File: src/verilog/mdr_pkg.sv
// Package for the multichannel converter refresh controller.
// Assumes a 10 MHz system clock; all offsets are 16-bit word byte addresses.
package mdr_pkg;
  localparam int          CLK_HZ         = 10_000_000;
  localparam int          NUM_CH         = 16;
  localparam int          CODE_W         = 12;
  localparam int          WORD_W         = 16;
  localparam int          ADDR_W         = 6;
  // Register byte offsets
  localparam logic [5:0]  OFF_ID         = 6'h00;
  localparam logic [5:0]  OFF_CTRL       = 6'h02;
  localparam logic [5:0]  OFF_CH_BASE    = 6'h20;
  // Identification word; value is arbitrary
  localparam logic [15:0] ID_VALUE       = 16'hA5C0;
  // Control word field positions
  localparam int          BIT_FAST       = 8;
  localparam int          BIT_HALT       = 9;
  localparam int          BIT_CUR_ON     = 10;
  localparam int          BIT_VOLT_ON    = 11;
  localparam int          BIT_UNSIGNED   = 12;
  localparam int          BIT_FAIL_N     = 14;
  localparam logic [15:0] CTRL_MASK      = 16'h5F00;
  localparam logic [15:0] CTRL_RESET     = 16'h0000;
  // Refresh cycle times in microseconds (longest, so round down)
  localparam int          CYCLE_SLOW_US  = 1700;
  localparam int          CYCLE_FAST_US  = 600;
  localparam int          SETTLE_US      = 100;
  localparam int          SLOT_SLOW_CYC  =
    (CLK_HZ / 1_000_000) * CYCLE_SLOW_US / NUM_CH;
  localparam int          SLOT_FAST_CYC  =
    (CLK_HZ / 1_000_000) * CYCLE_FAST_US / NUM_CH;
  localparam int          SETTLE_CYC     = 
    (CLK_HZ / 1_000_000) * SETTLE_US * CYCLE_FAST_US / CYCLE_SLOW_US / 4;
  localparam int          LOAD_CYC       = 2;
  localparam int          CNT_W          = 11;
endpackage

File: src/verilog/mdr_code_ram.sv
// Sixteen-word code store: host write port, two read ports.
// Assumes one clock; writes take effect at the next edge.
`timescale 1ns/100ps
module mdr_code_ram #(
  parameter int DEPTH = 16,
  parameter int W     = 12
) (
  input  wire logic                     clk_sys,
  input  wire logic                     rst,
  input  wire logic                     wr_en,
  input  wire logic [$clog2(DEPTH)-1:0] wr_idx,
  input  wire logic [W-1:0]             wr_data,
  input  wire logic [$clog2(DEPTH)-1:0] rd_a_idx,
  output      logic [W-1:0]             rd_a_data,
  input  wire logic [$clog2(DEPTH)-1:0] rd_b_idx,
  output      logic [W-1:0]             rd_b_data
);
  logic [W-1:0] mem_q [DEPTH];

  always_ff @(posedge clk_sys or posedge rst)
  begin
    if (rst)
    begin
      for (int i = 0; i < DEPTH; i++)
        mem_q[i] <= '0;
    end
    else if (wr_en)
      mem_q[wr_idx] <= wr_data;
  end

  assign rd_a_data = mem_q[rd_a_idx];
  assign rd_b_data = mem_q[rd_b_idx];
endmodule

File: src/verilog/mdr_refresh_ctrl.sv
// Refresh controller: host word registers, control word, DAC sequencer.
// Assumes a synchronous host strobe interface and a 10 MHz clock.
//
// Contract
// - Channel registers hold a 12-bit code in bits 11..0.
// - Writes to channel bits 15..12 are dropped and never read back.
// - A newly written code reaches the converter within one cycle time.
// - Unsigned coding passes code 000..FFF straight to the converter.
// - Signed coding treats the code as two's complement 800..7FF.
// - Fast-rate bit shortens the whole refresh cycle to 0.6 ms.
// - Voltage-online bit enables all voltage-output channels.
// - Current channels enable only when both online bits are set.
// - Voltage-online low places voltage outputs in high impedance.
// - Current-online low holds current channels at range minimum.
// - Halt bit stops sequencer advance and updates until cleared.
// - One bus privilege class only; host must use that class.
// - Control bit 12 high selects unsigned, low two's complement.
// - Reset clears every control bit to zero.
// - Control bit 8 selects 1.7 ms (0) or 0.6 ms (1) interval.
// - Bit 11 is voltage-online, bit 10 current-online.
`timescale 1ns/100ps
module mdr_refresh_ctrl #(
  parameter int NUM_CH    = mdr_pkg::NUM_CH,
  parameter int SLOT_SLOW = mdr_pkg::SLOT_SLOW_CYC,
  parameter int SLOT_FAST = mdr_pkg::SLOT_FAST_CYC,
  parameter int SETTLE    = mdr_pkg::SETTLE_CYC
) (
  input  wire logic        clk_sys,
  input  wire logic        rst,
  input  wire logic        bus_sel,
  input  wire logic        bus_priv,
  input  wire logic        priv_cfg,
  input  wire logic        bus_wr,
  input  wire logic [5:0]  bus_addr,
  input  wire logic [15:0] bus_wdata,
  output      logic [15:0] bus_rdata,
  output      logic        bus_ack,
  output      logic [11:0] dac_code,
  output      logic        dac_load,
  output      logic [3:0]  demux_sel,
  output      logic        demux_en,
  output      logic        volt_out_en,
  output      logic        cur_out_en,
  output      logic        cur_force_min,
  output      logic        fail_led_n
);
  typedef enum logic [1:0] {MDR_LOAD, MDR_SETTLE, MDR_WAIT} mdr_state_t;

  logic [15:0]       ctrl_q;
  logic [3:0]        chan_q;
  logic [10:0]       cnt_q;
  mdr_state_t        st_q;
  logic [11:0]       rd_host;
  logic [11:0]       rd_seq;
  logic              acc;
  logic              ch_hit;
  logic [3:0]        ch_idx;
  logic [10:0]       slot_len;

  function automatic logic [11:0] dac_map(input logic [11:0] c,
                                          input logic        uns);
    dac_map = uns ? c : {~c[11], c[10:0]};
  endfunction

  // Only the configured privilege class is answered
  assign acc    = bus_sel && (bus_priv == priv_cfg);
  assign ch_hit = bus_addr[5] == mdr_pkg::OFF_CH_BASE[5];
  assign ch_idx = bus_addr[4:1];
  assign slot_len = ctrl_q[mdr_pkg::BIT_FAST] ? 11'(SLOT_FAST)
                                              : 11'(SLOT_SLOW);

  mdr_code_ram #(
    .DEPTH (NUM_CH),
    .W     (mdr_pkg::CODE_W)
  ) u_ram (
    .clk_sys   (clk_sys),
    .rst       (rst),
    .wr_en     (acc && bus_wr && ch_hit),
    .wr_idx    (ch_idx),
    .wr_data   (bus_wdata[11:0]),
    .rd_a_idx  (ch_idx),
    .rd_a_data (rd_host),
    .rd_b_idx  (chan_q),
    .rd_b_data (rd_seq)
  );

  // Control word
  always_ff @(posedge clk_sys or posedge rst)
  begin
    if (rst)
      ctrl_q <= mdr_pkg::CTRL_RESET;
    else if (acc && bus_wr && bus_addr == mdr_pkg::OFF_CTRL)
      ctrl_q <= bus_wdata & mdr_pkg::CTRL_MASK;
  end

  // Host read data and acknowledge
  always_ff @(posedge clk_sys or posedge rst)
  begin
    if (rst)
    begin
      bus_rdata <= 16'h0000;
      bus_ack   <= 1'b0;
    end
    else
    begin
      bus_ack <= acc;
      if (acc && !bus_wr)
      begin
        if (ch_hit)
          bus_rdata <= {4'h0, rd_host};
        else if (bus_addr == mdr_pkg::OFF_CTRL)
          bus_rdata <= ctrl_q;
        else if (bus_addr == mdr_pkg::OFF_ID)
          bus_rdata <= mdr_pkg::ID_VALUE;
        else
          bus_rdata <= 16'h0000;
      end
    end
  end

  // Refresh sequencer: load, settle with demux on, wait out the slot
  always_ff @(posedge clk_sys or posedge rst)
  begin
    if (rst)
    begin
      st_q      <= MDR_LOAD;
      chan_q    <= 4'h0;
      cnt_q     <= 11'h000;
      dac_code  <= 12'h000;
      dac_load  <= 1'b0;
      demux_sel <= 4'h0;
      demux_en  <= 1'b0;
    end
    else if (ctrl_q[mdr_pkg::BIT_HALT])
    begin
      dac_load <= 1'b0;
      demux_en <= 1'b0;
    end
    else
    begin
      dac_load <= 1'b0;
      cnt_q    <= cnt_q + 11'h001;
      unique case (st_q)
        MDR_LOAD:
        begin
          dac_code  <= dac_map(rd_seq, ctrl_q[mdr_pkg::BIT_UNSIGNED]);
          dac_load  <= 1'b1;
          demux_sel <= chan_q;
          cnt_q     <= 11'h000;
          st_q      <= MDR_SETTLE;
        end
        MDR_SETTLE:
        begin
          demux_en <= 1'b1;
          if (cnt_q >= 11'(SETTLE))
          begin
            demux_en <= 1'b0;
            st_q     <= MDR_WAIT;
          end
        end
        MDR_WAIT:
        begin
          if (cnt_q >= slot_len - 11'h002)
          begin
            chan_q <= chan_q + 4'h1;
            st_q   <= MDR_LOAD;
          end
        end
      endcase
    end
  end

  // Output enables
  always_ff @(posedge clk_sys or posedge rst)
  begin
    if (rst)
    begin
      volt_out_en   <= 1'b0;
      cur_out_en    <= 1'b0;
      cur_force_min <= 1'b1;
      fail_led_n    <= 1'b0;
    end
    else
    begin
      volt_out_en   <= ctrl_q[mdr_pkg::BIT_VOLT_ON];
      cur_out_en    <= ctrl_q[mdr_pkg::BIT_VOLT_ON]
                       && ctrl_q[mdr_pkg::BIT_CUR_ON];
      cur_force_min <= !ctrl_q[mdr_pkg::BIT_CUR_ON];
      fail_led_n    <= ctrl_q[mdr_pkg::BIT_FAIL_N];
    end
  end

  // Cycles since the last converter load or halted cycle; a slot is far too long for a
  // delay range at the default rate, so the gap is counted instead
  logic [10:0]       gap_q;

  always_ff @(posedge clk_sys or posedge rst)
  begin
    if (rst)
      gap_q <= 11'h000;
    else if (dac_load || ctrl_q[mdr_pkg::BIT_HALT])
      gap_q <= 11'h000;
    else
      gap_q <= gap_q + 11'h001;
  end
endmodule

File: config.mk
export PLATFORM = sky130hd
export DESIGN_NAME = mdr_refresh_ctrl
export DESIGN_NICKNAME = d
export VERILOG_FILES = /design/src/verilog/mdr_pkg.sv /design/src/verilog/mdr_code_ram.sv /design/src/verilog/mdr_refresh_ctrl.sv
export SDC_FILE = /design/constraint.sdc
export NUM_CORES = 1
export LEC_CHECK = 0
export ABC_AREA = 1
export BUFFER_PORTS_ARGS = -buffer_cell sky130_fd_sc_hd__buf_2
export CORE_UTILIZATION = 25
export DETAILED_ROUTE_END_ITERATION = 10
export MAX_ROUTING_LAYER = met4
export PLACE_DENSITY_LB_ADDON = 0.2
export SLEW_MARGIN = 20
export SYNTH_ARGS = -nofsm -noshare
export SYNTH_HDL_FRONTEND = slang
export SYNTH_SLANG_ARGS = --single-unit
File: constraint.sdc
create_clock -name clk_sys -period 10.07 [get_ports clk_sys]
set_input_delay 2.014 -clock clk_sys [delete_from_list [all_inputs] [get_ports clk_sys]]
set_output_delay 2.014 -clock clk_sys [all_outputs]
set_load 0.03 [all_outputs]
# Word level (Yosys, flattened, before mapping)
# Cells that the tools add are included.
# word_totals
reg_bits	254
output_inout_bits	39
elab_cells	86
# op_classes
add_sub_neg	3
order_cmp	5
n_eq_ne	6
mux	23
n_bitwise	4
reduce_logical	15
# ops
op	n
bitwise mux 192 bit	1
binary-select mux 12 bit (select 4 bit)	2
two-way mux 12 bit	6
demux 12 bit (select 4 bit)	1
two-way mux 16 bit	3
two-way mux 11 bit	2
adder 11 x 1 -> 11 bit (second input constant)	1
>= comparator 11 bit	1
>= comparator 11 x 7 -> 1 bit (second input constant)	1
subtractor 11 x 2 -> 11 bit (second input constant)	1
>= comparator 5 bit (second input constant)	2
inverter 4 -> 5 bit	2
logical AND 1 bit	7
== test 6 x 2 -> 1 bit (second input constant)	1
logical NOT 6 bit	1
case mux 2 bit (3 select lines)	1
AND reduction 3 bit	2
< comparator 5 x 1 -> 1 bit (second input constant)	1
two-way mux 1 bit	5
adder 4 x 1 -> 4 bit (second input constant)	1
two-way mux 2 bit	2
inequality test 2 bit (second input constant)	2
== test 2 x 1 -> 1 bit (second input constant)	1
== test 2 bit (second input constant)	1
6 further kinds	8

# Longest topological paths before layout
# logic_depth
depth_word	6
depth_mapped	12
ltp_nobuf	11

# Hierarchy
# Synthesis repeated with hierarchy kept, for this count alone.
# hier_totals
hier_cells	2032
area_unflattened_um2	14046.0
# by_module_without_submodules
module	instances	cells_each	area_per_inst_um2
mdr_code_ram	1	1686	11139.4
mdr_refresh_ctrl	1	346	2906.5

# Least setup slack after synthesis
# No wires, ideal clock.
# synth_path
kind	input to register
from	input priv_cfg
to	register u_ram.mem_q[122] (netlist bit)
setup_time_ns	0.129
arrival_time_ns	3.044
required_time_ns	9.941
setup_slack_ns	6.897
cell_stages	12
n_path_buf	2
path_cell_list	inv_1 -> nor2_1 -> nor2_1 -> nand2_1 -> nor2_2 -> nand2_2 -> clkinv_2 -> buf_12 -> nand3_4 -> buf_6 -> nand2_1 -> o21ai_2
# synth_between
elab_chain_len	4
# synth_lines
element	line	rtl
from (decl)	mdr_refresh_ctrl.sv:32	input wire logic priv_cfg,
== test 1 bit	mdr_refresh_ctrl.sv:66	assign acc = bus_sel && (bus_priv == priv_cfg);
logical AND 1 bit	mdr_refresh_ctrl.sv:66	
logical AND 1 bit (2 in series)	mdr_refresh_ctrl.sv:78	.wr_en (acc && bus_wr && ch_hit),
to (signal, indexed assignment)	mdr_code_ram.sv:28	mem_q[wr_idx] <= wr_data;
to (decl)	mdr_code_ram.sv:18	logic [W-1:0] mem_q [DEPTH];
# No other way between the ends.
# A chain may end at the register's enable or synchronous reset.

# Worst setup path in the final report
# layout_path
from	input bus_addr[1]
to	register u_ram.mem_q[168] (netlist bit)
# layout_between
elab_chain_len	6
elab_cells_between_ends	7
# layout_lines
element	line	rtl
from (decl)	mdr_refresh_ctrl.sv:34	input wire logic [5:0] bus_addr,
inverter 4 -> 5 bit (not written as such) *	mdr_code_ram.sv:28	
>= comparator 5 bit (not written as such) or < comparator 5 x 1 -> 1 bit (tied branches)	mdr_code_ram.sv:28	
logical AND 1 bit (not written as such)	mdr_code_ram.sv:28	
two-way mux 12 bit (not written as such)	mdr_code_ram.sv:28	
demux 12 bit (select 4 bit) *	mdr_code_ram.sv:28	
bitwise mux 192 bit *	mdr_code_ram.sv:28	
# Mark *: on every way between the ends. The rest lies on a longest branch, timed or not.

==> reports/metrics.csv <==
stage;metric;value;unit
sta;fin crit share;38.4;%
clock_tree;cts bufs inserted;31;
synth;Post-Syn Area;13400;um2
detailed_routing;First-pass DRT Iterations;9;
critical_path;Worst R2R Setup Slack;7.20;ns
placement;Routability Congestion;0.835;
power_and_ir_drop;Clock Power Share;40.7;%
clock_tree;H-tree depth;1;
floorplanning;Die Y;233;um
synth;Synth top area share;47.1;%
power_and_ir_drop;cell-internal power;1.95;mW
floorplanning;DIE WIDTH;233;um
sta;setup TNS;0;ns
synth;yosys warns;0;
synth;Post-synth EDFFs;0;
synth;prevailing post-synth register cell;dfrtp_1;
detailed_routing;via count;11800;
synth;synth unique cells;36;
detailed_routing;vias per cell;4.81;
synth;leading area contributor after synthesis;dfrtp_1;
floorplanning;# rows;84;
synth;Syn Nets;1777;
detailed_routing;DR WL/cell;19.2;um
grt;first-pass GRT wire length;71.1;mm
sta;Slew Viols, Final;0;
clock_tree;post-CTS setup buffers;0;
detailed_routing;Residual DRC;16;
critical_path;reg2reg path depth;8;
flow_run;Max-Cap Viols;0;
grt;GRT Total Usage;17.9;%
power_and_ir_drop;Switching Share;30.7;%
grt;initial antenna violation count;1;
layout;final net count;1780;
status;status;complete, but fails checks;
critical_path;Worst EP arrival;4.35;ns
placement;IO Port Bufs;64;
sta;final hold vios;0;
critical_path;CP Capture Type;flip-flop;
grt;vias in the first global route;11200;
layout;area delta synth->final;12.8;%
layout;n_diodes;0;
synth;list of most frequent post-synthesis cells;nand2_1 (606), dfrtp_1 (252), o21ai_0 (190);
power_and_ir_drop;VDD IR max;0.000126;V
synth;largest cells by area after synthesis;dfrtp_1 (47%), nand2_1 (17%), o21ai_0 (7.1%), o21ai_1 (4.1%), inv_1 (3.0%);
power_and_ir_drop;Leak Pwr;6.97;nW
sta;Slew HR;25.0;%
sta;unrepaired setup endpoints after global routing;false;
critical_path;WP data required;10.55;ns
clock_tree;Skew-Pair Late Insertion Delay;0.58;ns
synth;sequential area share after synthesis;47.3;%
placement;DP Wirelength;28.0;mm
detailed_routing;Starting DRT DRC Count;1003;
synth;Syn Area/Cell;7.70;um2
power_and_ir_drop;Seq pwr share;43.0;%
critical_path;CP Class;input pin to flip-flop;
clock_tree;worst-case clock buffer depth;3;
floorplanning;Initial Util;25.4;%
min_path;Hold Crit Class;flip-flop to flip-flop;
status;failing checks;DRC;
synth;Syn Inst Count;1738;
detailed_routing;antenna viol nets, final;0;
critical_path;worst-path fanout max;43;
clock_tree;root buf cell;clkbuf_16;
layout;layout cells sized above 1;11.7;%
min_path;hold depth;0;
clock_tree;Clock Sink Count;253;
clock_tree;PostCTS Resize Cnt;0;
grt;GRT overflow;0;
power_and_ir_drop;NetSw;0.865;mW
sta;actual slew at the worst max-slew pin;1.12;ns
floorplanning;full die area;54500;um2
sta;Final Critical Period;3.87;ns
grt;largest net degree at the start of global routing;130;
critical_path;CP Launch Type;input pin;
synth;count leader, synth;nand2_1;
power_and_ir_drop;Pwr Density;186;nW/um2
synth;Yosys reg bits;253;
sta;Fmax;0.259;GHz
power_and_ir_drop;Comb power frac;16.3;%
layout;fin util;28.6;%
sta;count of final setup violators;0;
detailed_routing;Routed WL;47.1;mm
sta;Worst Skew;0.0146;ns
floorplanning;# IOs;67;
clock_tree;CTS Hold Buffers Added;0;
floorplanning;Core ar.;52800;um2
synth;ys async rst share;100;%
clock_tree;Worst-path clk slew;0.06;ns
clock_tree;CTS tree;done;
-- sequential cells by signal, indices dropped and copies added (netlist names) --
register       count
u_ram.mem_q      192
bus_ack            1
fail_led_n         1
demux_en           1
cur_force_min      1
dac_code          12
cnt_q             11
ctrl_q             6
dac_load           1
cur_out_en         1
demux_sel          4
bus_rdata         15
chan_q             4
st_q               2
volt_out_en        1
-- worst paths after layout --
| check | startpoint | to |
|---|---|---|
| setup / recovery | bus_addr[1] | u_ram.mem_q[168] |
| hold / removal | ctrl_q[14] | fail_led_n |
| setup reg to reg | st_q[0] | dac_code[4] |
| hold reg to reg | ctrl_q[14] | fail_led_n |
| max in group asynchronous | rst | u_ram.mem_q[72] |
| min in group asynchronous | rst | bus_rdata[4] |
-- metrics by stage --
| stage | total power, mW | hold WS, ns | setup slack [ns] | std cells | area [um2] |
|---|---|---|---|---|---|
| 2_1_floorplan | 1.53 | 0.354 | 1.10 | 1738 | 13400 |
| 3_3_place_gp | 1.68 | 0.360 | 5.63 | 2396 | 14100 |
| 3_5_place_dp | 1.69 | 0.378 | 5.62 | 2396 | 14100 |
| 4_1_cts | 2.85 | 0.391 | 6.23 | 2454 | 15100 |
| 5_1_grt | 2.96 | 0.412 | 6.03 | 2454 | 15100 |
| 6_report | 2.81 | 0.384 | 6.20 | 2454 | 15100 |
-- kinds of logic (layout without fill, tap and decap cells) --
family,Yosys count,count (layout),synth area share [%]
DFF,253,253,47.3
xor gates and xnor gates,3,3,0.196
AOI/OAI and AO/OA,433,433,17.9
buffers and inverters,223,251,8.00
adders and majority gates,11,11,1.03
and+or+nand+nor,815,815,25.6
-- area by class of cell --
type / instances / area (um2)
well taps: 688 / 861
flip-flops and latches: 253 / 6340
clock inverters: 6 / 83.8
inverters: 116 / 447
fillers: 5800 / 37700
multi-input cells: 1262 / 5990
repair buffers: 77 / 430
clock buffers: 52 / 955
-- layout by cell type (no fill, tap or decap), drive strengths merged --
cell    instances
bufinv          2
buf            77
o211ai         11
dfrtp         252
inv           116
o21ai         335
nor2           98
nand3b          1
nor3            4
nand3          64
a211oi          1
o22ai          15
a21oi          55
o221ai          1
clkbuf         52
nand2         613
or2             6
nand4          29
clkinv          4
dfstp           1
a22oi           9
xor2            3
ha             11
a21boi          6
-- power by group through the flow --
stage | Combinational [mW] | Clock [mW] | Sequential, mW
4_1_cts | 0.466 | 1.18 | 1.21
6_report | 0.458 | 1.15 | 1.21
3_3_place_gp | 0.459 | 0 | 1.22
2_1_floorplan | 0.269 | 0 | 1.26
5_1_grt | 0.515 | 1.22 | 1.22
3_5_place_dp | 0.464 | 0 | 1.23
-- metal layers --
metal  routed length, um  global-route usage [%]  vias up
met2               20800                    27.2      349
met3                2690                    2.32       59
li1                    -                       -     5694
met4                 890                    3.86        0
met5                   0                       -        -
met1               22700                    25.2     5692
-- critical path: stages --
cell	delay [ns]
buf_2	0.42
inv_2	0.14
nor2_4	0.10
buf_4	0.61
nand3_2	0.67
o21ai_0	0.36
(Power assumes the default switching activity.)
